--- src/outsel_params.svh ---
// Constants for the output select and status register bank
`ifndef OUTSEL_PARAMS_SVH
`define OUTSEL_PARAMS_SVH

`define ADDR_W            6
`define DATA_W            24
`define ADDR_CHAN_COUNT   6'h0c
`define ADDR_PIN_SEL      6'h0f
`define ADDR_RSV_A        6'h10
`define ADDR_RSV_B        6'h11
`define ADDR_OUT_STATUS   6'h12
`define ADDR_SELF_TEST    6'h13

`define CHAN_W            14
`define CHAN_RESET        14'h0000
`define CHAN_MIN_ON       14'h0002

`define CTRL_W            10
`define CTRL_RESET        10'h001
`define SEL_LSB           0
`define SEL_MSB           4
`define TEST_BIT          5
`define NO_AUTOMUX_BIT    6
`define KEEP_DRIVER_BIT   7
`define PFET_OFF_BIT      8
`define NFET_OFF_BIT      9

`define RSV_A_W           9
`define RSV_B_W           19
`define STAT_W            2
`define STAT_LEVEL_BIT    0
`define STAT_LOCK_BIT     1
`define SIG_W             16
`define TEST_W            17
`define TEST_BUSY_BIT     16

`define SRC_N             32
`define SEL_TEST_DATA     5'h00
`define SEL_RESERVED      5'h07
`define SEL_UNUSED_LO     5'h1a
`define SEL_UNUSED_HI     5'h1d

`endif

--- src/outsel_pkg.sv ---
// Types shared by the output select and status register bank
package outsel_pkg;
    typedef logic [4:0]  src_sel_t;
    typedef logic [13:0] chan_count_t;
    typedef logic [23:0] reg_word_t;
endpackage

--- src/pin_route_if.sv ---
// Signals between the register bank and the output source selector
`timescale 1ns/10ps
interface pin_route_if;
    import outsel_pkg::*;
    src_sel_t    sel;
    logic        test_bit;
    logic [31:0] sources;
    logic        level;
    modport ctrl (output sel, output test_bit, output sources, input level);
    modport mux  (input sel, input test_bit, input sources, output level);
endinterface

--- src/pin_source_mux.sv ---
// Output source selector for the serial data-out pin
`timescale 1ns/10ps
`include "outsel_params.svh"
module pin_source_mux
    import outsel_pkg::*;
(
    input  wire logic  clk_in,
    input  wire logic  rst_in,
    pin_route_if.mux   route
);
    wire   is_test;
    wire   is_dead;
    assign is_test = (route.sel == `SEL_TEST_DATA);
    // Reserved and unused codes drive a quiet low instead of floating
    assign is_dead = (route.sel == `SEL_RESERVED) ||
                     ((route.sel >= `SEL_UNUSED_LO) && (route.sel <= `SEL_UNUSED_HI));
    // Codes 1..31 other than 7 and 26..29 pick their source bit by index
    assign route.level = is_test ? route.test_bit :
                         is_dead ? 1'b0 : route.sources[route.sel];

    ////////////////////////////////////////////////////////////////////////////
    a_test_route: assert property (@(posedge clk_in) disable iff (rst_in)
        (route.sel == `SEL_TEST_DATA) |-> (route.level == route.test_bit))
        else $error("test data not routed on code 0");
    a_unused_quiet: assert property (@(posedge clk_in) disable iff (rst_in)
        (route.sel >= `SEL_UNUSED_LO && route.sel <= `SEL_UNUSED_HI) |-> !route.level)
        else $error("unused code drives a level");
    a_lock_route: assert property (@(posedge clk_in) disable iff (rst_in)
        (route.sel == 5'h01) |-> (route.level == route.sources[1]))
        else $error("code 1 not lock detect");
endmodule

--- src/output_select_status_regs.sv ---
// Output select, channel count and status registers of the synthesizer
// Functional notes
// - 14-bit channel count; 0 and 1 disable exact frequency, 2..3FFFh enable it.
// - Channel count acts only in modulator mode B; host writes zero otherwise.
// - 5-bit selector, reset 1, picks the signal driven on data-out.
// - Code 0 drives the test data bit 5 onto data-out.
// - Codes 1..3 route lock detect, its trigger and its window output.
// - Code 4 ring oscillator, 5 and 6 slip-prevention pulls, 7 reserved.
// - Codes 8..11 route reference buffer, reference divider, VCO divider, modulator clock.
// - Codes 12..15 auxiliary clock and serial lines; 16..19 detector and modulator clocks.
// - Codes 20..25 route autostrobes, serial latch enable, sync reset, seed load.
// - Codes 26..29 unused; 30 serial buffer enable; 31 soft reset.
// - Bit 6 set stops lock detect automux onto data-out.
// - Bit 7 set keeps the serial interface from disabling the driver.
// - Read-only status: bit 0 output level, bit 1 lock detect, reset 0.
// - Read-only self-test: 16-bit signature and busy in bit 16, reset 0.
// - Reserved registers 10h and 11h read-only, 9 and 19 bits, read zero.
`timescale 1ns/10ps
`include "outsel_params.svh"
module output_select_status_regs
    import outsel_pkg::*;
(
    input  wire logic                clk_in,
    input  wire logic                rst_in,
    input  wire logic                reg_wr_in,
    input  wire logic [5:0]          reg_addr_in,
    input  wire logic [23:0]         reg_wdata_in,
    output logic      [23:0]         reg_rdata_out,
    input  wire logic                mod_mode_b_in,
    output logic      [13:0]         chan_count_out,
    output logic                     exact_freq_en_out,
    input  wire logic [31:0]         src_signals_in,
    input  wire logic                lock_detect_in,
    input  wire logic                gpo_enable_in,
    input  wire logic                spi_read_active_in,
    input  wire logic                spi_read_data_in,
    input  wire logic                spi_drv_disable_in,
    input  wire logic [15:0]         bist_signature_in,
    input  wire logic                bist_busy_in,
    input  wire logic                sdo_in,
    output logic                     sdo_out,
    output logic                     sdo_oe_out
);

    ////////////////////////////////////////////////////////////////////////////
    // Register state
    chan_count_t                chan_ff;
    logic [`CTRL_W-1:0]         ctrl_ff;
    logic [`RSV_A_W-1:0]        rsv_a_ff;
    logic [`RSV_B_W-1:0]        rsv_b_ff;
    logic [`STAT_W-1:0]         stat_ff;
    logic [`TEST_W-1:0]         test_ff;
    reg_word_t                  rdata_ff;
    logic                       sdo_ff;
    logic                       oe_ff;

    chan_count_t                nxt_chan;
    logic [`CTRL_W-1:0]         nxt_ctrl;
    logic [`STAT_W-1:0]         nxt_stat;
    logic [`TEST_W-1:0]         nxt_test;
    reg_word_t                  nxt_rdata;
    logic                       nxt_sdo;
    logic                       nxt_oe;

    ////////////////////////////////////////////////////////////////////////////
    // Write decode; read-only addresses simply ignore writes
    wire                        wr_chan;
    wire                        wr_ctrl;
    assign wr_chan  = reg_wr_in && (reg_addr_in == `ADDR_CHAN_COUNT);
    assign wr_ctrl  = reg_wr_in && (reg_addr_in == `ADDR_PIN_SEL);
    assign nxt_chan = wr_chan ? reg_wdata_in[`CHAN_W-1:0] : chan_ff;
    assign nxt_ctrl = wr_ctrl ? reg_wdata_in[`CTRL_W-1:0] : ctrl_ff;

    ////////////////////////////////////////////////////////////////////////////
    // Control fields
    wire                        test_bit;
    wire                        no_automux;
    wire                        keep_driver;
    wire                        pfet_off;
    wire                        nfet_off;
    assign test_bit    = ctrl_ff[`TEST_BIT];
    assign no_automux  = ctrl_ff[`NO_AUTOMUX_BIT];
    assign keep_driver = ctrl_ff[`KEEP_DRIVER_BIT];
    assign pfet_off    = ctrl_ff[`PFET_OFF_BIT];
    assign nfet_off    = ctrl_ff[`NFET_OFF_BIT];

    ////////////////////////////////////////////////////////////////////////////
    // Exact-frequency enable; the enable is gated off outside mode B, the count output is not masked
    wire                        chan_valid;
    assign chan_valid        = (chan_ff >= `CHAN_MIN_ON);
    assign exact_freq_en_out = chan_valid && mod_mode_b_in;
    assign chan_count_out    = chan_ff;

    ////////////////////////////////////////////////////////////////////////////
    // Source selection
    pin_route_if route ();
    assign route.sel      = ctrl_ff[`SEL_MSB:`SEL_LSB];
    assign route.test_bit = test_bit;
    assign route.sources  = src_signals_in;

    pin_source_mux u_mux (
        .clk_in (clk_in),
        .rst_in (rst_in),
        .route  (route.mux)
    );

    ////////////////////////////////////////////////////////////////////////////
    // Data-out pin: readback first, then general output, then lock automux
    wire                        idle_level;
    wire                        idle_drive;
    wire                        want_level;
    wire                        want_drive;
    assign idle_level = gpo_enable_in ? route.level : lock_detect_in;
    assign idle_drive = gpo_enable_in || !no_automux;
    assign want_level = spi_read_active_in ? spi_read_data_in : idle_level;
    // The serial interface may cut the driver unless software pins it on
    assign want_drive = spi_read_active_in ||
                        (idle_drive && (keep_driver || !spi_drv_disable_in));
    // A disabled transistor half cannot drive its level; the other half still can
    assign nxt_oe  = want_drive && (want_level ? !pfet_off : !nfet_off);
    assign nxt_sdo = want_level;

    ////////////////////////////////////////////////////////////////////////////
    // Status capture
    assign nxt_stat = {lock_detect_in, route.level};
    assign nxt_test = {bist_busy_in, bist_signature_in};

    ////////////////////////////////////////////////////////////////////////////
    // Read decode, one cycle of latency
    wire                        rd_chan;
    wire                        rd_ctrl;
    wire                        rd_rsv_a;
    wire                        rd_rsv_b;
    wire                        rd_stat;
    wire                        rd_test;
    assign rd_chan  = (reg_addr_in == `ADDR_CHAN_COUNT);
    assign rd_ctrl  = (reg_addr_in == `ADDR_PIN_SEL);
    assign rd_rsv_a = (reg_addr_in == `ADDR_RSV_A);
    assign rd_rsv_b = (reg_addr_in == `ADDR_RSV_B);
    assign rd_stat  = (reg_addr_in == `ADDR_OUT_STATUS);
    assign rd_test  = (reg_addr_in == `ADDR_SELF_TEST);
    assign nxt_rdata =
        rd_chan  ? {{(`DATA_W-`CHAN_W){1'b0}}, chan_ff}  :
        rd_ctrl  ? {{(`DATA_W-`CTRL_W){1'b0}}, ctrl_ff}  :
        rd_rsv_a ? {{(`DATA_W-`RSV_A_W){1'b0}}, rsv_a_ff} :
        rd_rsv_b ? {{(`DATA_W-`RSV_B_W){1'b0}}, rsv_b_ff} :
        rd_stat  ? {{(`DATA_W-`STAT_W){1'b0}}, stat_ff}  :
        rd_test  ? {{(`DATA_W-`TEST_W){1'b0}}, test_ff}  :
        24'h000000;

    ////////////////////////////////////////////////////////////////////////////
    // Flip-flops
    always_ff @(posedge clk_in or posedge rst_in) begin
        if (rst_in) begin
            chan_ff <= `CHAN_RESET;
            ctrl_ff <= `CTRL_RESET;
        end else begin
            chan_ff <= nxt_chan;
            ctrl_ff <= nxt_ctrl;
        end
    end

    // Reserved storage has no write path and stays at its reset value
    always_ff @(posedge clk_in or posedge rst_in) begin
        if (rst_in) begin
            rsv_a_ff <= 9'h000;
            rsv_b_ff <= 19'h00000;
        end else begin
            rsv_a_ff <= rsv_a_ff;
            rsv_b_ff <= rsv_b_ff;
        end
    end

    always_ff @(posedge clk_in or posedge rst_in) begin
        if (rst_in) begin
            stat_ff <= 2'h0;
            test_ff <= 17'h00000;
        end else begin
            stat_ff <= nxt_stat;
            test_ff <= nxt_test;
        end
    end

    always_ff @(posedge clk_in or posedge rst_in) begin
        if (rst_in) begin
            rdata_ff <= 24'h000000;
            sdo_ff   <= 1'b0;
            oe_ff    <= 1'b0;
        end else begin
            rdata_ff <= nxt_rdata;
            sdo_ff   <= nxt_sdo;
            oe_ff    <= nxt_oe;
        end
    end

    assign reg_rdata_out = rdata_ff;
    assign sdo_out       = sdo_ff;
    assign sdo_oe_out    = oe_ff;

    ////////////////////////////////////////////////////////////////////////////
    // Checks
    a_reset_select: assert property (@(posedge clk_in)
        $fell(rst_in) |-> (route.sel == 5'h01))
        else $error("selector not 1 after reset");
    a_sel_write: assert property (@(posedge clk_in) disable iff (rst_in)
        wr_ctrl |=> (route.sel == $past(reg_wdata_in[4:0])))
        else $error("selector write lost");
    a_exact_gate: assert property (@(posedge clk_in) disable iff (rst_in)
        (!mod_mode_b_in || chan_ff < 14'h0002) |-> !exact_freq_en_out)
        else $error("exact frequency on outside mode B or count below 2");
    a_exact_on: assert property (@(posedge clk_in) disable iff (rst_in)
        (wr_chan && reg_wdata_in[13:0] >= 14'h0002) ##1 mod_mode_b_in |-> exact_freq_en_out)
        else $error("exact frequency not enabled");
    a_ro_ignore: assert property (@(posedge clk_in) disable iff (rst_in)
        (reg_wr_in && reg_addr_in >= 6'h10 && reg_addr_in <= 6'h13) |=> $stable(ctrl_ff) && $stable(chan_ff))
        else $error("read-only write changed a register");
    a_rsv_zero: assert property (@(posedge clk_in) disable iff (rst_in)
        (reg_addr_in == 6'h10 || reg_addr_in == 6'h11) |=> (reg_rdata_out == 24'h000000))
        else $error("reserved register reads nonzero");
    a_status_read: assert property (@(posedge clk_in) disable iff (rst_in)
        (reg_addr_in == 6'h12) ##1 (reg_addr_in == 6'h12)
            |-> (reg_rdata_out == {22'h0, $past(lock_detect_in, 2), $past(route.level, 2)}))
        else $error("status readback wrong");
    a_bist_read: assert property (@(posedge clk_in) disable iff (rst_in)
        (reg_addr_in == 6'h13) ##1 (reg_addr_in == 6'h13)
            |-> (reg_rdata_out[16] == $past(bist_busy_in, 2)) && (reg_rdata_out[23:17] == 7'h00))
        else $error("self-test readback wrong");
    a_driver_keep: assert property (@(posedge clk_in) disable iff (rst_in)
        (keep_driver && gpo_enable_in && !pfet_off && !nfet_off) |=> sdo_oe_out)
        else $error("driver dropped while kept on");
    a_automux_off: assert property (@(posedge clk_in) disable iff (rst_in)
        (no_automux && !gpo_enable_in && !spi_read_active_in) |=> !sdo_oe_out)
        else $error("lock detect muxed while inhibited");
    a_pfet_half: assert property (@(posedge clk_in) disable iff (rst_in)
        pfet_off && $stable(ctrl_ff) |=> !(sdo_oe_out && sdo_out))
        else $error("pull-up half drives while disabled");
    a_gpo_path: assert property (@(posedge clk_in) disable iff (rst_in)
        (gpo_enable_in && !spi_read_active_in) |=> (sdo_out == $past(route.level)))
        else $error("selected source not on data-out");

    c_test_data: cover property (@(posedge clk_in) disable iff (rst_in)
        wr_ctrl && reg_wdata_in[5:0] == 6'h20 ##2 gpo_enable_in && sdo_out);
    c_exact_on: cover property (@(posedge clk_in) disable iff (rst_in)
        exact_freq_en_out);
    c_readback: cover property (@(posedge clk_in) disable iff (rst_in)
        spi_read_active_in && spi_drv_disable_in ##1 sdo_oe_out);
    c_automux: cover property (@(posedge clk_in) disable iff (rst_in)
        !gpo_enable_in && !no_automux && lock_detect_in ##1 sdo_out);

endmodule

--- config.mk ---
export PLATFORM = sky130hd
export DESIGN_NAME = output_select_status_regs
export DESIGN_NICKNAME = d
export VERILOG_FILES = /design/src/outsel_pkg.sv /design/src/pin_route_if.sv /design/src/pin_source_mux.sv /design/src/output_select_status_regs.sv
export VERILOG_INCLUDE_DIRS = /design/src
export SDC_FILE = /design/constraint.sdc
export NUM_CORES = 1
export LEC_CHECK = 0
export ABC_CLOCK_PERIOD_IN_PS = 2400
export BUFFER_PORTS_ARGS = -buffer_cell sky130_fd_sc_hd__buf_4
export CAP_MARGIN = 15
export CORE_UTILIZATION = 45
export DETAILED_ROUTE_END_ITERATION = 8
export PLACE_DENSITY = 0.89
export SLEW_MARGIN = 0
export SYNTH_ARGS = -nofsm -noshare
export SYNTH_HDL_FRONTEND = slang
export SYNTH_SLANG_ARGS = --single-unit
--- constraint.sdc ---
create_clock -name clk_in -period 2.4 [get_ports clk_in]
set_input_delay 0.12 -clock clk_in [delete_from_list [all_inputs] [get_ports clk_in]]
set_output_delay 0.12 -clock clk_in [all_outputs]
set_load 0.01 [all_outputs]
==> summary.md, run 1 <==
| Metric | Value |
|---|---|
| Multiplexer share of the synthesized area | 18.63% |
| Gr ovfl total | 0 |
| Ys Warns | 0 |
| Part of the Yosys area used for sequential elements | 60.83% |
| Post-Route WL | about 6400 um |
| Commonest non-fill, non-tap cell in the layout | buf_4 |
| Total CTS buffers | 9 |
| Initial DRC count | 88 |
| Final setup fails | 0 |
| Global-route wire length before repair | between 9000 and 10000 um |
| I/O pin cnt | 130 |
| Clock root buffer | clkbuf_8 |
| CTS max path bufs | 2 |
| Number of synthesized flops with an enable pin | 0 |
| WHS Path Cells | 2 |
| Core area | ~5500 um2 |
| Simple-Gate Fraction of Synth Area | 6.029% |
| Post-detail-place hpwl | between 4000 and 5000 um |
| Ys async rst share | between 90% and 100% |
| Min-delay src | reg_wdata_in[11] |
| Clock transition at path regs | roughly 0.070 ns |
| Synth Area in Adders | 0% |
| Area growth syn-to-layout | 50.93% |
| Min cycle time layout | ~2.3 ns |
| Syn avg cell area | about 14 um2 |
| Main combinational cell family by area after synthesis | multiplexers |
| Utilization after layout | a little over two thirds |
| Remaining DRCs | 0 |
| Reg-to-reg startpoint | ctrl_ff[0] |
| Die area | roughly 6000 um2 |
| Vias per cell | around 5.2 |
| WHS Endpoint | chan_count_out[11] |
| Die W | roughly 77 um |
| Worst R2R End | sdo_oe_out |
| Hold WC Path Type | input port to flip-flop |
| Cell count of the worst reg-to-reg path | 6 |
| Status | complete, no violations |
| # rows | 27 |
| Placer congestion estimate | ~0.83 |
| Post-layout net count | slightly above 400 |
| WL per Instance | approximately 16 um |
| Cell area power density | ~700 nW/um2 |
| ANT cells | 0 |
| Worst slew pin tran | between 0.7 and 0.8 ns |
| Req. time, crit path | around 2.6 ns |
| Hold Vio Cnt, Final | 0 |
| Slew headroom | 50.98% |
| Critical Path Fanout Max | 8 |
| Clk_lat worst skew | approximately 0.32 ns |
| Peak VDD IR | between 400 and 500 uV |
| Die height | ~77 um |
| Distinct cell type count after synthesis | 35 |
| Clk_skew | between 0.006 and 0.007 ns |
| Largest net degree at the start of global routing | 35 |
| Area contributors post-synth | dfrtp_1, mux2_2, mux4_1 |
| Setup TNS Final | 0 ns |
| Commonest cells after routing, fill and taps aside | buf_4, dfrtp_1, mux2_2, dlygate4sd3_1, inv_1 |
| Final period util | between 90% and 100% |
| DRT antenna net count | 0 |
| Antenna violations before repair | 0 |
| Post-Synthesis Cells | 186 |
| Vias in the first global route | ~2100 |
| Critical Path AT | 2.51 ns |
| GRT Util Overall | between 20 and 25% |
| Clk sinks | 62 |
| Synth Cell Area | 2552 um2 |
| Drt first pass iters | 6 |
| CP Class | flip-flop to flip-flop |
| Fmax | around 430 MHz |
| Synth Area in XOR/XNOR | 0% |
| Port bufs | 106 |
| Fin. max-slew vios | 0 |
| Max Cap Viol | 0 |
| CTS tree | yes |
| Synth Area in Compound Gates | 8.873% |
| R2R Setup Slk | roughly 0.1 ns |
| Yosys top cell by area | dfrtp_1 |
| Synth top area share | 59.80% |
| H-tree levels | 3 |
| Most used DFF post-synth | dfrtp_1 |
| Leakage Power | just under 0.002 uW |
| Starting Density | between 40% and 50% |
| Share of layout cells above drive strength 1 | just under 50% |
| Via Count | between 2000 and 2500 |
| FF+latch count, synth | 62 |
| Worst setup EP type | flip-flop |
| Worst setup SP type | flip-flop |
| # fillers | a little over 400 |
[what timing repair did]
action	4_1_cts	5_1_grt
setup endpoints to repair	0	1
gates resized for setup	0	3
endpoints found under the hold margin	45	0
buffers inserted	0	3
hold buffers	19	0
[cell families after synthesis]
logic type / after synthesis
mux: 36
buf+inv: 28
flops: 62
compound gates: 28
simple gates: 31
other cells: 1
[report_power, final]
| group | internal [uW] | switching, uW | total (uW) |
|---|---|---|---|
| logic | 281 | 172 | 453 |
| registers | 1130 | 84.2 | 1220 |
| clock network | 611 | 380 | 991 |
[synth_stat cells (4+ instances only)]
library cell and count:
dfrtp_1 61, mux2_2 26, inv_1 13, a222oi_1 8
nand2_1 8, nor2_1 8, buf_4 7, clkbuf_1 5
a21oi_1 4, a22o_1 4, mux2i_1 4, mux4_1 4
[state kept, by name, summed over array words and instances, names as in the netlist]
signal / count
ctrl_ff: 10
sdo_oe_out: 1
stat_ff: 2
reg_rdata_out: 17
chan_count_out: 14
test_ff: 17
sdo_out: 1
[worst max-delay path by stage]
stage | slack (ns) | to | from
2_1_floorplan | 0.26 | sdo_oe_out | ctrl_ff[0]
3_3_place_gp | 0.10 | sdo_oe_out | ctrl_ff[0]
3_5_place_dp | 0.05 | sdo_oe_out | ctrl_ff[0]
4_1_cts | 0.04 | sdo_oe_out | ctrl_ff[0]
5_1_grt | -0.01 | sdo_oe_out | ctrl_ff[0]
6_report | 0.1 | sdo_oe_out | ctrl_ff[0]
[routing by layer]
metal	global-route usage (%)	part of all wire, %	up-vias
met5	0	0	-
met4	11.70	2.1	0
met3	4.167	5.0	16
met2	38.23	53	97
met1	27.50	40	1033
li1	-	-	934
[layout make-up]
type	count	area [um2]	area share, %
clock buffers	12	145.1	3.767
clock inverters	4	70.07	1.819
inverters	13	48.80	1.267
multi-input cells	102	887.1	23.03
flip-flops and latches	62	1553	40.31
well taps	72	90.09	2.338
repair buffers	133	1059	27.48
[critical path: stages (launching register included)]
cell,delay [ns]
dfstp_2,0.65
mux4_1,0.58
nand2b_1,0.15
o2111ai_1,0.13
a32oi_2,0.17
o21a_1,0.22
mux2_4,0.30
[stage by stage]
| stage | cell area (um2) | power, uW | worst slack (ns) | hold WS, ns | instances |
|---|---|---|---|---|---|
| 5_1_grt | 3852 | 2768 | -0.01484 | 0.01526 | 398 |
| 6_report | 3852 | 2660 | 0.09949 | 0.02491 | 398 |
| 4_1_cts | 3830 | 2651 | 0.03770 | 0.01131 | 395 |
| 3_5_place_dp | 3425 | 1643 | 0.05017 | 0.2306 | 360 |
| 3_3_place_gp | 3425 | 1628 | 0.1037 | 0.2294 | 360 |
| 2_1_floorplan | 2575 | 1426 | 0.2605 | 0.1514 | 192 |
No activity file was read; power rests on OpenSTA's default activity.
==> run 2: changes to the inputs <==
Settings changed: PLACE_DENSITY 0.89 to 0.8.
==> summary.md, run 2 (same netlist as run 1, synthesis figures left out) <==
| Metric | Value |
|---|---|
| Status | complete, no violations |
| Setup TNS Final | 0 ns |
| DRT antenna net count | 0 |
| Commonest non-fill, non-tap cell in the layout | buf_4 |
| Die W | between 70 and 80 um |
| Crit path max-delay family | multiplexers |
| Unrepaired setup endpoints after global routing | no |
| Clk_lat worst skew | approximately 0.33 ns |
| Grt met3 use | under 10% |
| Non-Filler Instances | 400 |
| Clk sinks | a little over 60 |
| Die height | between 70 and 80 um |
| CP max stage delay | 0.62 ns |
| Die area | 5978 um2 |
| Hold WC Path Type | input port to flip-flop |
| Hold Vio Cnt, Final | 0 |
| Post-detail-place hpwl | roughly 4500 um |
| Leakage Power | between 0.0015 and 0.002 uW |
| ANT cells | 0 |
| # rows | 27 |
| Clock root buffer | clkbuf_8 |
| Worst setup EP type | flip-flop |
| Core area | ~5500 um2 |
| Post-layout net count | 412 |
| Final period util | a little over nine tenths |
| Min cycle time layout | between 2 and 2.5 ns |
| CTS tree | yes |
| Initial DRC count | about 110 |
| Clk_skew | 0.006020 ns |
| Clock transition at path regs | 0.07 ns |
| Drt first pass iters | 7 |
| Commonest cells after routing, fill and taps aside | buf_4, dfrtp_1, mux2_2, dlygate4sd3_1, inv_1 |
| CTS max path bufs | 2 |
| Fin. max-slew vios | 0 |
| Vias in the first global route | around 2200 |
| Met1 GRT Util | 29.43% |
| Vias per cell | approximately 5.1 |
| GR Util met2 | 38.23% |
| Fmax | 434.5 MHz |
| Placed Instances | roughly 360 |
| GR peak layer | met2 |
| Cell area power density | ~660 nW/um2 |
| Post-placement cell area | around 3400 um2 |
| H-tree levels | 3 |
| Global-route wire length before repair | between 10000 and 15000 um |
| CP max-delay cell | dfstp_2 |
| Largest net degree at the start of global routing | 25 |
| Final Power | 2517 uW |
| WL per Instance | 16.08 um |
| Critical path origin | ctrl_ff[0] |
| Utilization after layout | a little over two thirds |
| Worst slew pin tran | between 0.6 and 0.7 ns |
| Via Count | slightly above 2000 |
| CP Class | flip-flop to flip-flop |
| Peak VDD IR | 445.6 uV |
| Share of layout cells above drive strength 1 | roughly 48% |
| # fillers | just over 400 |
| Critical Path Fanout Max | 7 |
| Port bufs | about 110 |
| Final setup fails | 0 |
| Slew headroom | a little under three fifths |
| Design area | ~3800 um2 |
| Placer congestion estimate | approximately 0.75 |
| Antenna violations before repair | 0 |
| GRT Util Overall | 23.39% |
| Req. time, crit path | between 2 and 3 ns |
| I/O pin cnt | 130 |
| Min-delay src | reg_wdata_in[12] |
| Total CTS buffers | 9 |
| Area growth syn-to-layout | 49.95% |
| CTS resizes | 0 |
| Post-Route WL | between 6000 and 7000 um |
| Max Cap Viol | 0 |
| Starting Density | approximately 47% |
| Worst path cell trace | mux4_1, mux2_2, nand2_1, a32oi_1, o21a_1, mux2_4 |
| Reg-to-reg startpoint | ctrl_ff[0] |
| Buf/Inv on CP | 0 |
| Remaining DRCs | 0 |
| Worst setup SP type | flip-flop |
| Gr ovfl total | 0 |
| Critical Path AT | 2.52 ns |
## run 2: cell types whose count changed in the layout (fill, tap and decap cells not counted), sizes merged
cell / change
bufinv: -1
dlygate4sd3: +2
clkinvlp: +1
## run 2: what timing repair did
item / 4_1_cts / 5_1_grt
endpoints found under the setup margin: 0 / 1
hold endpoints to repair: 38 / 0
buffers inserted: 0 / 1
hold buffers: 21 / 0
## run 2: where the power goes
part	internal, uW	switching [uW]	leakage [uW]	total, uW
clock network	477	386	0.0000904	863
logic	274	165	0.00108	439
registers	1130	82.7	0.000797	1210
total	1880	634	0.00197	2520
## run 2: routing by layer
metal / vias to the layer above / wire length (um)
met2: 74 / 3345
met3: 11 / 303
met1: 1003 / 2646
met4: 0 / 138
met5: - / 0
li1: 944 / -
## run 2: per-stage QoR
step	hold WS [ns]	setup slack, ns
4_1_cts	0.001912	0.05251
6_report	0.01905	0.09848
3_5_place_dp	0.1523	0.05645
5_1_grt	0.01368	0.01620
3_3_place_gp	0.1375	0.1019
2_1_floorplan	0.1514	0.2605
## run 2: final cells by class
type / count / area (um2) / share of cell area, %
Clock inverter: 4 / 47.55 / 1.242
Inverter: 13 / 48.80 / 1.275
Multi-Input combinational cell: 102 / 887.1 / 23.18
Sequential cell: 62 / 1553 / 40.57
Clock buffer: 12 / 135.1 / 3.531
Tap cell: 72 / 90.09 / 2.354
Timing Repair Buffer: 135 / 1066 / 27.85
## run 2: worst reg2reg max path, cell delays in order (launching register included)
cell and delay [ns]:
dfstp_2 0.62, mux4_1 0.57, mux2_2 0.27, nand2_1 0.07, a32oi_1 0.13, o21a_1 0.24, mux2_4 0.30
## run 2: path summary, 6_finish.rpt
path	end	slack, ns	cells after the start
min in group asynchronous	test_ff[13]	0.35	3
hold reg to reg	reg_rdata_out[10]	0.47	1
hold / removal	chan_count_out[12]	0.02	2
max in group asynchronous	ctrl_ff[0]	1.34	4
setup reg to reg	sdo_oe_out	0.1	6
setup / recovery	sdo_oe_out	0.1	6
==> run 3: changes to the inputs <==
Settings changed: CELL_PAD_IN_SITES_DETAIL_PLACEMENT set to 0, CELL_PAD_IN_SITES_GLOBAL_PLACEMENT set to 1, CORE_MARGIN set to 4, CORE_UTILIZATION 45 to 34.
==> summary.md, run 3 (same netlist as run 1, synthesis figures left out) <==
| Metric | Value |
|---|---|
| Hold WC Path Type | input port to flip-flop |
| WL per Instance | around 16 um |
| Antenna violations before repair | 0 |
| Unrepaired setup endpoints after global routing | no |
| Clk_skew | about 0.0044 ns |
| GRT Util Overall | ~16% |
| Peak VDD IR | around 420 uV |
| Starting Density | 35.00% |
| Min cycle time layout | approximately 2.3 ns |
| Critical Path AT | 2.49 ns |
| H-tree levels | 3 |
| Worst path cell trace | mux4_1, mux2_2, nand2_1, a32oi_1, o21a_1, mux2_4 |
| Vias in the first global route | roughly 2000 |
| Gr ovfl total | 0 |
| # fillers | approximately 650 |
| CTS max path bufs | 2 |
| Post-Route WL | just under 7000 um |
| Slew headroom | a little under half |
| ANT cells | 0 |
| Total CTS buffers | 9 |
| Reg-to-reg startpoint | ctrl_ff[0] |
| Setup WS post-layout | 0.1308 ns |
| Worst slew pin tran | 0.7823 ns |
| Req. time, crit path | between 2 and 3 ns |
| Port bufs | ~110 |
| Critical Path Fanout Max | 6 |
| WHS Path Cells | 2 |
| Net Switching | approximately 630 uW |
| CP Capture Point | sdo_oe_out |
| Placer congestion estimate | 0.8276 |
| I/O pin cnt | 130 |
| Post-detail-place hpwl | between 4000 and 5000 um |
| Final period util | 94.55% |
| Critical path origin | ctrl_ff[0] |
| # rows | 31 |
| Pint | ~2100 uW |
| Final setup fails | 0 |
| Die height | 94.65 um |
| Setup TNS Final | 0 ns |
| Comb power frac | between 15 and 20% |
| DRT antenna net count | 0 |
| Drt first pass iters | 5 |
| CTS tree | yes |
| Clk_lat worst skew | ~0.33 ns |
| Remaining DRCs | 0 |
| Fmax | between 400 and 500 MHz |
| Clock root buffer | clkbuf_8 |
| Share of layout cells above drive strength 1 | between 40% and 50% |
| Hold slack | around 0.02 ns |
| Worst setup EP type | flip-flop |
| Hold Vio Cnt, Final | 0 |
| Reg power frac | between 40% and 50% |
| Leakage Power | between 0.0015 and 0.002 uW |
| Cell area power density | about 700 nW/um2 |
| Clock transition at path regs | approximately 0.070 ns |
| Area growth syn-to-layout | 52.79% |
| Worst setup SP type | flip-flop |
| Vias per cell | 4.660 |
| Non-Filler Instances | approximately 430 |
| Global-route wire length before repair | 10580 um |
| Pre-CTS WS | 0.08749 ns |
| Post-layout net count | 411 |
| Switching Fraction | 23.38% |
| Final Power | 2706 uW |
| CP max stage delay | 0.60 ns |
| Clock share of power | a little under 40% |
| Fin. max-slew vios | 0 |
| Die area | around 9000 um2 |
| Status | complete, no violations |
| Clk sinks | 62 |
| CTS resizes | 0 |
| Largest net degree at the start of global routing | 35 |
| Commonest non-fill, non-tap cell in the layout | buf_4 |
| Worst R2R End | sdo_oe_out |
| Max Cap Viol | 0 |
| R2R Setup Slk | approximately 0.13 ns |
| Initial DRC count | just under 90 |
| Via Count | slightly below 2000 |
| Die W | between 90 and 100 um |
| Placed Instances | 390 |
| Core area | 7292 um2 |
| Cell count of the worst reg-to-reg path | 6 |
| CP Class | flip-flop to flip-flop |
| CP max-delay cell | dfstp_2 |
| Commonest cells after routing, fill and taps aside | buf_4, dfrtp_1, mux2_2, dlygate4sd3_1 |
==> run 3: cell type report <==
| cell class | count | area (um2) | area share (%) |
|---|---|---|---|
| Sequential cell | 62 | 1553 | 39.81 |
| Timing Repair Buffer | 134 | 1054 | 27.01 |
| Multi-Input combinational cell | 102 | 887.1 | 22.75 |
| Clock buffer | 13 | 168.9 | 4.331 |
| Tap cell | 99 | 123.9 | 3.176 |
| Clock inverter | 3 | 65.06 | 1.668 |
| Inverter | 13 | 48.80 | 1.251 |
==> run 3: critical path, delay by kind of cell, from the launching register on <==
kind / cells / cell delay (ns)
simple gates: 1 / 0.06
mux: 3 / 1.11
compound gates: 2 / 0.37
flops: 1 / 0.60
==> run 3: metrics by stage <==
step / cell area [um2] / util (%)
2_1_floorplan: 2575 / -
3_3_place_gp: 3468 / 47.56
3_5_place_dp: 3468 / 47.56
4_1_cts: 3892 / 53.38
5_1_grt: 3900 / 53.48
6_report: 3900 / 53.48
==> run 3: how the worst min path moves through the flow <==
stage / startpoint / end / slack (ns)
6_report: reg_wdata_in[10] / chan_count_out[10] / 0.02
5_1_grt: reg_wdata_in[11] / chan_count_out[11] / 0.004
4_1_cts: reg_wdata_in[11] / chan_count_out[11] / 0.003
2_1_floorplan: lock_detect_in / stat_ff[1] / 0.15
3_5_place_dp: bist_signature_in[12] / test_ff[12] / 0.23
3_3_place_gp: bist_signature_in[15] / test_ff[15] / 0.23
==> run 3: power groups by stage <==
| stage | Sequential (uW) | Combinational, uW | Clock [uW] |
|---|---|---|---|
| finish | 1210 | 445 | 1050 |
| global route | 1220 | 486 | 1120 |
| CTS | 1210 | 448 | 1080 |
| detailed placement | 1230 | 423 | 0 |
| global placement | 1230 | 414 | 0 |
| floorplan | 1220 | 206 | 0 |
==> run 3: timing repair <==
| item | CTS | global route |
|---|---|---|
| endpoints found under the setup margin | 0 | 1 |
| setup buffers | 0 | 1 |
| endpoints found under the hold margin | 49 | 0 |
| hold buffers | 19 | 0 |
==> run 3: layer usage <==
metal	part of all wire (%)	vias to the layer above	track usage (%)
li1	-	941	-
met5	0	-	0
met2	52	69	26.60
met4	1.1	0	5.048
met3	5.6	8	4.303
met1	41	967	19.89
